### src/muldiv_pkg.sv
// Constants, enumerations and carrier types of the multiply/divide/shift unit.
// Assumes a 10 MHz APB clock; register indices are word indices on the bus.
package muldiv_pkg;

  // Register indices; byte address is four times the index
  localparam logic [7:0] IDX_OPERAND_BYTE_0 = 8'hf9;
  localparam logic [7:0] IDX_OPERAND_BYTE_5 = 8'hfe;
  localparam logic [7:0] IDX_ARITH_CONTROL_STATUS = 8'hff;
  localparam int ADDR_WORD_LSB = 2;
  localparam int ADDR_IDX_MSB = 9;
  localparam int ADDR_MSB = 11;

  // Control/status field positions and reset value
  localparam int ERR_BIT = 7;
  localparam int OV_BIT = 6;
  localparam int DIR_BIT = 5;
  localparam int SC_MSB = 4;
  localparam logic [7:0] CTRL_RESET = 8'h00;
  localparam logic [7:0] BYTE_RESET = 8'h00;

  // Byte positions inside the six operand/result registers
  localparam logic [2:0] B0 = 3'h0;
  localparam logic [2:0] B1 = 3'h1;
  localparam logic [2:0] B2 = 3'h2;
  localparam logic [2:0] B3 = 3'h3;
  localparam logic [2:0] B4 = 3'h4;
  localparam logic [2:0] B5 = 3'h5;
  localparam int NUM_BYTES = 6;

  // Latencies in clock cycles from the final loading write
  localparam logic [4:0] LAT_DIV32 = 5'h11;
  localparam logic [4:0] LAT_DIV16 = 5'h09;
  localparam logic [4:0] LAT_MUL = 5'h0a;
  localparam logic [4:0] LAT_SHIFT_BASE = 5'h03;
  localparam logic [31:0] MUL_OV_LIMIT = 32'h0000ffff;
  localparam logic [31:0] DIV0_QUOTIENT = 32'hffffffff;

  typedef enum logic [1:0] {
    ST_IDLE = 2'b00,
    ST_LOAD = 2'b01,
    ST_BUSY = 2'b10,
    ST_RESULT = 2'b11
  } seq_state_e;

  typedef enum logic [2:0] {
    OP_NONE = 3'b000,
    OP_DIV32 = 3'b001,
    OP_DIV16 = 3'b010,
    OP_MUL = 3'b011,
    OP_NORM = 3'b100,
    OP_SHIFT = 3'b101
  } op_e;

  // Control/status register as a record
  typedef struct packed {
    logic seq_error_flag;
    logic overflow_flag;
    logic shift_direction;
    logic [4:0] shift_count_field;
  } arith_ctrl_s;

  // One completed APB transfer, as the core sees it
  typedef struct packed {
    logic wr;
    logic rd;
    logic mapped;
    logic [7:0] idx;
    logic [7:0] data;
  } bus_op_s;

endpackage

### src/op_timer.sv
// Latency countdown for the multiply/divide/shift unit.
// Assumes load and abort come from the same clock domain and are one-cycle pulses.
`timescale 1ns/1ns
`default_nettype none

module op_timer
  import muldiv_pkg::*;
(
  input wire logic pclk,
  input wire logic presetn,
  input wire logic ce,
  input wire logic load,
  input wire logic abort,
  input wire logic [4:0] load_val,
  output logic last
);

  logic [4:0] cnt_reg;
  logic [4:0] cnt_next;

  ////////////////////////////////////////////////////////////////////////////
  // Count down; last marks the cycle whose edge ends the operation
  always_comb begin
    cnt_next = cnt_reg;
    if (abort) begin
      cnt_next = '0;
    end else if (load) begin
      cnt_next = load_val;
    end else if (cnt_reg != '0) begin
      cnt_next = cnt_reg - 5'h01;
    end
  end

  assign last = (cnt_reg == 5'h01);

  // Frozen while the clock enable is low
  always_ff @(posedge pclk or negedge presetn) begin
    if (!presetn) begin
      cnt_reg <= '0;
    end else if (ce) begin
      cnt_reg <= cnt_next;
    end
  end

endmodule

`default_nettype wire

### src/muldiv_unit.sv
// Unsigned multiply, divide, shift and normalize unit with an APB register port.
// Assumes APB3 signalling from a single master; one clock, one async reset.
//
// What this block does
// - Unsigned only: 16x16 multiply, 32-bit divide, 32-bit shift and normalize.
// - No done bit; software waits the fixed latency before reading results.
// - 32/16 divide gives 32-bit quotient, 16-bit remainder, in 17 cycles.
// - 16/16 divide gives 16-bit quotient and remainder in 9 cycles.
// - 16x16 multiply gives a 32-bit product in 10 cycles.
// - Latency counts from final write; normalize 3 to 18, shift 3 to 18.
// - Six byte operand/result registers and one control register.
// - Error flag set when an operand byte is written during an operation.
// - Reading the control register clears the error flag.
// - Overflow flag set on divide with a zero operand.
// - Overflow flag set when a product exceeds 0x0000ffff.
// - Direction bit one shifts right, zero shifts left.
// - Shift count zero starts normalization, removing leading zeros leftward.
// - After normalization the shift count holds the shifts performed.
// - Non-zero shift count starts a shift by that many places.
// - First byte 0 write resets the unit; divisor high byte starts divide.
// - Final result read returns the unit to idle.
// - Overflow flag set when normalizing an operand with top bit one.
`timescale 1ns/1ns
`default_nettype none

module muldiv_unit
  import muldiv_pkg::*;
(
  input wire logic pclk,
  input wire logic presetn,
  input wire logic ce,
  input wire logic psel,
  input wire logic penable,
  input wire logic pwrite,
  input wire logic [11:0] paddr,
  input wire logic [31:0] pwdata,
  output logic [31:0] prdata,
  output logic pready,
  output logic pslverr,
  output logic busy
);

  ////////////////////////////////////////////////////////////////////////////
  // State
  logic [NUM_BYTES-1:0][7:0] md_reg;
  logic [NUM_BYTES-1:0][7:0] md_next;
  arith_ctrl_s ctrl_reg;
  arith_ctrl_s ctrl_next;
  seq_state_e state_reg;
  seq_state_e state_next;
  op_e op_reg;
  op_e op_next;
  logic [NUM_BYTES-1:0] wr_mask_reg;
  logic [NUM_BYTES-1:0] wr_mask_next;
  logic [2:0] last_wr_reg;
  logic [2:0] last_wr_next;
  logic [31:0] prdata_reg;
  logic [31:0] prdata_next;
  logic pready_reg;
  logic pready_next;
  logic pslverr_reg;
  logic pslverr_next;
  logic busy_reg;
  logic busy_next;

  logic start;
  logic abort;
  logic [4:0] lat;
  logic timer_last;
  bus_op_s bop;
  logic [7:0] rd_byte;

  ////////////////////////////////////////////////////////////////////////////
  // Datapath helpers
  logic [31:0] opnd32;
  logic [31:0] dividend;
  logic [15:0] divisor;
  logic [31:0] quotient;
  logic [15:0] remainder;
  logic [31:0] product;
  logic [31:0] shifted;
  logic [4:0] lead_zeros;

  // Leading zeros of the 32-bit operand; zero operand gives zero
  // Plain scan from the top bit; it folds into a priority encoder
  function automatic logic [4:0] count_lz(input logic [31:0] v);
    logic [4:0] n;
    logic found;
    n = '0;
    found = 1'b0;
    for (int i = 31; i >= 0; i--) begin
      if (!found && v[i]) begin
        found = 1'b1;
        n = 5'(31 - i);
      end
    end
    return n;
  endfunction

  // The arithmetic settles in one cycle; the timer only delays the write-back
  // so that software sees fixed latencies. This trades area for an exact,
  // simple cycle count.
  // Combinational arithmetic from the held operand bytes
  always_comb begin
    opnd32 = {md_reg[B3], md_reg[B2], md_reg[B1], md_reg[B0]};
    dividend = (op_reg == OP_DIV16) ? {16'h0000, md_reg[B1], md_reg[B0]} : opnd32;
    divisor = {md_reg[B5], md_reg[B4]};
    if (divisor == 16'h0000) begin
      quotient = DIV0_QUOTIENT;
      remainder = dividend[15:0];
    end else begin
      quotient = dividend / {16'h0000, divisor};
      remainder = 16'(dividend % {16'h0000, divisor});
    end
    product = {16'h0000, md_reg[B1], md_reg[B0]} * {16'h0000, md_reg[B5], md_reg[B4]};
    if (ctrl_reg.shift_direction) begin
      shifted = opnd32 >> ctrl_reg.shift_count_field;
    end else begin
      shifted = opnd32 << ctrl_reg.shift_count_field;
    end
    lead_zeros = count_lz(opnd32);
  end

  ////////////////////////////////////////////////////////////////////////////
  // APB decode of the completing access edge
  // Transfers count only on the edge that completes the access
  always_comb begin
    bop.wr = psel & penable & pready_reg & pwrite;
    bop.rd = psel & penable & pready_reg & ~pwrite;
    bop.idx = paddr[ADDR_IDX_MSB:ADDR_WORD_LSB];
    bop.mapped = (paddr[ADDR_MSB:ADDR_IDX_MSB+1] == '0) &&
                 (paddr[ADDR_WORD_LSB-1:0] == '0) &&
                 (paddr[ADDR_IDX_MSB:ADDR_WORD_LSB] >= IDX_OPERAND_BYTE_0);
    bop.data = pwdata[7:0];
  end

  // Read data mux; upper bits read as zero
  // Unmapped indices read as zero and are refused through pslverr
  always_comb begin
    rd_byte = '0;
    if (bop.idx == IDX_ARITH_CONTROL_STATUS) begin
      rd_byte = ctrl_reg;
    end else if (bop.idx >= IDX_OPERAND_BYTE_0 && bop.idx <= IDX_OPERAND_BYTE_5) begin
      rd_byte = md_reg[3'(bop.idx - IDX_OPERAND_BYTE_0)];
    end
  end

  ////////////////////////////////////////////////////////////////////////////
  // Bus answer: one wait cycle, then pready for one cycle
  // A refused transfer still completes, with pslverr and zero read data
  always_comb begin
    pready_next = psel & penable & ~pready_reg;
    pslverr_next = 1'b0;
    prdata_next = prdata_reg;
    if (pready_next) begin
      pslverr_next = ~bop.mapped;
      prdata_next = (bop.mapped && !pwrite) ? {24'h000000, rd_byte} : '0;
    end
  end

  always_ff @(posedge pclk or negedge presetn) begin
    if (!presetn) begin
      pready_reg <= 1'b0;
      pslverr_reg <= 1'b0;
      prdata_reg <= '0;
    end else if (ce) begin
      pready_reg <= pready_next;
      pslverr_reg <= pslverr_next;
      prdata_reg <= prdata_next;
    end
  end

  ////////////////////////////////////////////////////////////////////////////
  // Sequence control, operand loading and result write-back
  // Idle and result accept new writes alike; the split only marks the
  // window in which the final read closes the sequence.
  always_comb begin
    md_next = md_reg;
    ctrl_next = ctrl_reg;
    state_next = state_reg;
    op_next = op_reg;
    wr_mask_next = wr_mask_reg;
    last_wr_next = last_wr_reg;
    start = 1'b0;
    abort = 1'b0;
    lat = LAT_DIV32;

    // Read side effects first so that a hardware set below wins
    if (bop.rd && bop.mapped) begin
      if (bop.idx == IDX_ARITH_CONTROL_STATUS) begin
        ctrl_next.seq_error_flag = 1'b0;
      end
      if (state_reg == ST_RESULT) begin
        if (((op_reg == OP_DIV32 || op_reg == OP_DIV16) &&
             bop.idx == IDX_OPERAND_BYTE_5) ||
            ((op_reg == OP_MUL || op_reg == OP_NORM || op_reg == OP_SHIFT) &&
             bop.idx == IDX_OPERAND_BYTE_0 + 8'(B3))) begin
          state_next = ST_IDLE;
        end
      end
    end

    // Operand byte writes
    if (bop.wr && bop.mapped && bop.idx <= IDX_OPERAND_BYTE_5) begin
      if (state_reg == ST_BUSY) begin
        ctrl_next.seq_error_flag = 1'b1;
      end
      if (bop.idx == IDX_OPERAND_BYTE_0) begin
        // Byte 0 always (re)opens a load sequence, aborting any operation
        md_next[B0] = bop.data;
        abort = (state_reg == ST_BUSY);
        if (state_reg != ST_LOAD) begin
          state_next = ST_LOAD;
          wr_mask_next = '0;
        end
        wr_mask_next[B0] = 1'b1;
        last_wr_next = B0;
      end else if (state_reg != ST_BUSY) begin
        // Writes during an operation are dropped to protect the result
        md_next[3'(bop.idx - IDX_OPERAND_BYTE_0)] = bop.data;
        wr_mask_next[3'(bop.idx - IDX_OPERAND_BYTE_0)] = 1'b1;
        last_wr_next = 3'(bop.idx - IDX_OPERAND_BYTE_0);
        if (bop.idx == IDX_OPERAND_BYTE_5 && state_reg == ST_LOAD) begin
          start = 1'b1;
          if (last_wr_reg == B1) begin
            op_next = OP_MUL;
            lat = LAT_MUL;
          end else if (wr_mask_reg[B2] && wr_mask_reg[B3]) begin
            op_next = OP_DIV32;
            lat = LAT_DIV32;
          end else begin
            op_next = OP_DIV16;
            lat = LAT_DIV16;
          end
        end
      end
    end

    // Control register write: direction and count, then start
    if (bop.wr && bop.mapped && bop.idx == IDX_ARITH_CONTROL_STATUS &&
        state_reg != ST_BUSY) begin
      ctrl_next.shift_direction = bop.data[DIR_BIT];
      ctrl_next.shift_count_field = bop.data[SC_MSB:0];
      start = 1'b1;
      if (bop.data[SC_MSB:0] == '0) begin
        op_next = OP_NORM;
        lat = LAT_SHIFT_BASE + {1'b0, lead_zeros[4:1]};
      end else begin
        op_next = OP_SHIFT;
        lat = LAT_SHIFT_BASE + {1'b0, bop.data[SC_MSB:1]};
      end
    end

    // Each start clears overflow; normalize checks the top bit now
    if (start) begin
      state_next = ST_BUSY;
      ctrl_next.overflow_flag = (op_next == OP_NORM) && md_reg[B3][7];
    end

    // Write-back on the last latency cycle
    if (state_reg == ST_BUSY && timer_last && !abort) begin
      state_next = ST_RESULT;
      case (op_reg)
        OP_DIV32, OP_DIV16: begin
          md_next[B0] = quotient[7:0];
          md_next[B1] = quotient[15:8];
          md_next[B2] = quotient[23:16];
          md_next[B3] = quotient[31:24];
          md_next[B4] = remainder[7:0];
          md_next[B5] = remainder[15:8];
          if (divisor == 16'h0000 || dividend == '0) begin
            ctrl_next.overflow_flag = 1'b1;
          end
        end
        OP_MUL: begin
          md_next[B0] = product[7:0];
          md_next[B1] = product[15:8];
          md_next[B2] = product[23:16];
          md_next[B3] = product[31:24];
          if (product > MUL_OV_LIMIT) begin
            ctrl_next.overflow_flag = 1'b1;
          end
        end
        OP_NORM: begin
          {md_next[B3], md_next[B2], md_next[B1], md_next[B0]} = opnd32 << lead_zeros;
          ctrl_next.shift_count_field = lead_zeros;
        end
        OP_SHIFT: begin
          {md_next[B3], md_next[B2], md_next[B1], md_next[B0]} = shifted;
        end
        default: begin
          state_next = ST_IDLE;
        end
      endcase
    end
    // Busy follows the next state, so it rises at the starting edge
    busy_next = (state_next == ST_BUSY);
  end

  // Register the sequence state; all clear at reset
  // A low clock enable holds every field, the timer included
  always_ff @(posedge pclk or negedge presetn) begin
    if (!presetn) begin
      md_reg <= {NUM_BYTES{BYTE_RESET}};
      ctrl_reg <= CTRL_RESET;
      state_reg <= ST_IDLE;
      op_reg <= OP_NONE;
      wr_mask_reg <= '0;
      last_wr_reg <= B0;
      busy_reg <= 1'b0;
    end else if (ce) begin
      md_reg <= md_next;
      ctrl_reg <= ctrl_next;
      state_reg <= state_next;
      op_reg <= op_next;
      wr_mask_reg <= wr_mask_next;
      last_wr_reg <= last_wr_next;
      busy_reg <= busy_next;
    end
  end

  ////////////////////////////////////////////////////////////////////////////
  // Latency timer
  // Loaded by each start and cleared by an abort; its last cycle gates the
  // write-back, so a stale countdown can never store a result.
  op_timer i_op_timer (
    .pclk(pclk),
    .presetn(presetn),
    .ce(ce),
    .load(start),
    .abort(abort),
    .load_val(lat),
    .last(timer_last)
  );

  // Outputs straight from their registers
  assign prdata = prdata_reg;
  assign pready = pready_reg;
  assign pslverr = pslverr_reg;
  assign busy = busy_reg;

endmodule

`default_nettype wire

### config.mk
export PLATFORM = sky130hd
export DESIGN_NAME = muldiv_unit
export DESIGN_NICKNAME = d
export VERILOG_FILES = /design/src/muldiv_pkg.sv /design/src/op_timer.sv /design/src/muldiv_unit.sv
export SDC_FILE = /design/constraint.sdc
export NUM_CORES = 2
export LEC_CHECK = 0
export ABC_AREA = 1
export BUFFER_PORTS_ARGS = -buffer_cell sky130_fd_sc_hd__buf_2
export CAP_MARGIN = 20
export CORE_MARGIN = 3
export CORE_UTILIZATION = 45
export CTS_CLUSTER_SIZE = 20
export DETAILED_ROUTE_END_ITERATION = 12
export PLACE_DENSITY = 0.64
export SLEW_MARGIN = 25
export SYNTH_ARGS = -nofsm -noshare
export SYNTH_HDL_FRONTEND = slang
export SYNTH_SLANG_ARGS = --single-unit
### constraint.sdc
create_clock -name pclk -period 80 [get_ports pclk]
set_clock_uncertainty 0.15 [all_clocks]
set_input_delay 8 -clock pclk [delete_from_list [all_inputs] [get_ports pclk]]
set_output_delay 8 -clock pclk [all_outputs]
set_load 0.05 [all_outputs]
==> flow_summary_export.csv <==
group,metric,value,unit
timing,period_needed,73370,ps
worst_setup_path,critPathKind,"flop to flop",
logic_synthesis,async_flop_share,1.000,
grt,grt_pass1_vias,43190,
routing,drt_first_pass_iters,6,
floorplanning,start_util,0.4576,
logic_synthesis,synth.cell_area,45430,sq um
timing,tightest_slew,1042,ps
worst_hold_path,min_from,"last_wr_reg[0]",
clocking,cts-hold-fix-buffers,0,
worst_setup_path,path_delay_family,"compound AO/OA/AOI/OAI gates",
clocking,root_buffer,"clkbuf_16",
grt,grt_pass1_wl,237.0,mm
logic_synthesis,syn_avg_cell_area,6.290,sq um
worst_hold_path,worstHoldPathCells,1,
grt,grt_max_degree,87,
layout,syn_to_final_growth,7.284,%
timing,hold_viol,0,
logic_synthesis,synth_most_common_cell,"nand2_1",
routing,drcViolationCount,0,
floorplanning,core-area,99280,sq um
clocking,clk_latency,380,ps
logic_synthesis,ys_seq_area_frac,0.04517,
grt,grt.total_usage,0.2817,
worst_hold_path,min_to,"last_wr_reg[0]",
worst_setup_path,r2r-end,"md_reg[0]",
logic_synthesis,yosys.area.top_type,"nand2_1",
floorplanning,die_w,323.7,microns
placed_design,port_buffers,36,
grt,antenna_found_initial,4,
worst_setup_path,critPathRequiredTime,80120,ps
worst_setup_path,path_common_cell,"nand2_1",
routing,wirelength,153.9,mm
floorplanning,die_y,323.7,microns
routing,vias,47580,
timing,setup_viol,0,
timing,fin_crit_sh,0.9171,
layout,stdcell_count,8566,
logic_synthesis,yosys-top-cells-count,"nand2_1, inv_1, o21ai_0",
worst_setup_path,critPathSlowestCell,"dfrtp_1",
grt,grt_remaining_overflow,0,
clocking,htreeDepth,3,
layout,drive_above_1_share,0.1476,
timing,drv_slew,0,
floorplanning,pin_count,85,
timing,hold_slack,333.4,ps
worst_setup_path,crit_buf_inv,128,
worst_setup_path,critPathCaptureType,"flop",
logic_synthesis,synth-edff-count,0,
grt,gr-usage-met3,0.03943,
placed_design,gp_congestion,1.026,
worst_setup_path,slowest_delay,560,ps
grt,grt-busiest-layer,"met2",
logic_synthesis,synth-seq-cells,82,
logic_synthesis,yosys_warnings,0,
routing,avgViaCountPerCell,5.555,
placed_design,placedCellCount,8449,
logic_synthesis,synth_flop_cell,"dfrtp_1",
logic_synthesis,synth_cell_types,104,
floorplanning,rows,115,
layout,fillers,10340,
grt,grtUsageMet2,0.4510,
grt,met1_usage,0.3896,
worst_setup_path,rr_worst_depth,598,
run,maxCapViolCount,0,
layout,largest_register_ffs,32,
worst_hold_path,hold_class,"flop to flop",
worst_setup_path,r2r_setup_slack,6630,ps
timing,max_freq,13.63,MHz
placed_design,post-dp-hpwl,118.2,mm
clocking,cts.sinks,82,
routing,ant_nets,0,
worst_setup_path,worstPathMaxFanout,22,
timing,maxSlewHeadroom,0.2983,
clocking,cts.clk_slew.worst_paths,70,ps
worst_setup_path,cp.arrival,73480,ps
clocking,cts_buffer_depth,2,
logic_synthesis,synth_cells,7223,
floorplanning,fp.dieArea,104800,sq um
routing,drt-initial-drc-count,3905,
clocking,cts_buffers,9,
outcome,status,"completed",
logic_synthesis,synth_top_cell_area_share,0.1455,
routing,wl_per_cell,17.96,microns
worst_setup_path,r2r_start,"divisor[10]",
logic_synthesis,yosys-top-cells-area,"nand2_1, ha_1, inv_1",
layout,final_nets,8027,
worst_setup_path,cp-start-kind,"flop",
clocking,cts_tree,"yes",
==> final cells by class <==
| class | instances | area, sq um | share of cell area |
|---|---|---|---|
| Antenna cell | 1 | 2.502 | 0.00005134 |
| Clock buffer | 12 | 236.5 | 0.004852 |
| Clock inverter | 4 | 98.84 | 0.002028 |
| Inverter | 1155 | 4467 | 0.09164 |
| Multi-Input combinational cell | 5683 | 37710 | 0.7736 |
| Sequential cell | 82 | 2053 | 0.04212 |
| Tap cell | 1287 | 1610 | 0.03304 |
| Timing Repair Buffer | 337 | 2529 | 0.05188 |
| Timing Repair inverter | 5 | 37.54 | 0.0007701 |
==> repair_timing <==
item	in CTS	in global routing
pin swaps	1	67
resized for setup	2	226
setup buffers	1	88
setup endpoints to repair	17	19
gates cloned	0	11
==> metal layers <==
metal,wire (microns),up-vias
met5,8,-
met4,5920,2
met3,12320,287
met2,67610,1764
met1,68020,21930
li1,-,23600
==> cell usage in the layout (no fill, tap or decap), types with 45 or more instances in the layout <==
cell,Yosys,routed
a21oi_2,23,82
o21ai_0,666,619
o21ai_1,39,65
xor2_1,223,222
ha_1,509,507
nor2_4,37,45
nor3_1,64,62
o211ai_1,59,59
nor2_2,42,49
xnor2_1,98,98
fa_1,195,195
inv_2,50,52
a21oi_1,421,358
nand2_4,44,45
nand4_1,88,88
nand2_2,140,144
inv_1,1074,1062
nand3_2,84,85
nand2_1,1761,1755
nand3_1,345,343
nor2_1,365,353
buf_4,29,291
dfrtp_1,82,81
==> worst max path at each step <==
| stage | from | endpoint | slack [ps] | depth (start not counted) |
|---|---|---|---|---|
| 4_1_cts | op_reg[0] | md_reg[0] | 60 | 603 |
| 3_3_place_gp | op_reg[0] | divisor[7] | 1300 | 599 |
| 3_5_place_dp | op_reg[0] | divisor[7] | -160 | 603 |
| 5_1_grt | op_reg[0] | divisor[15] | -640 | 603 |
| 6_report | divisor[10] | md_reg[0] | 6630 | 598 |
| 2_1_floorplan | divisor[0] | divisor[15] | 20 | 641 |
==> stage by stage <==
stage,instance area [sq um],utilization,TNS [ps],setup slack (ps)
6_report,48740,0.4909,0,6632
5_1_grt,48740,0.4909,-9484,-644.0
4_1_cts,47240,0.4758,0,59.46
3_5_place_dp,46890,0.4722,-1935,-162.3
3_3_place_gp,46880,0.4722,0,1299
2_1_floorplan,45550,-,0,22.81
==> cells by family after synthesis <==
kind of cell,synth area share
XOR/XNOR,0.06224
AND/OR/NAND/NOR,0.3264
other,0.00008254
AO/OA/AOI/OAI,0.1948
buffers and inverters,0.1427
flip-flops,0.04517
adder cells (fa/ha/maj),0.2261
multiplexers,0.002424
==> worst reg2reg max path: cells and delay by family, from the launching register on <==
| family | cells | cell delay, ps |
|---|---|---|
| buffers and inverters | 128 | 10630 |
| adder cells (fa/ha/maj) | 31 | 9480 |
| XOR/XNOR | 1 | 120 |
| flip-flops | 1 | 560 |
| AND/OR/NAND/NOR | 240 | 23920 |
| AO/OA/AOI/OAI | 198 | 28310 |
Power is not shown: default switching activity piles up to over one toggle a cycle in this logic, so the estimate is an artifact.
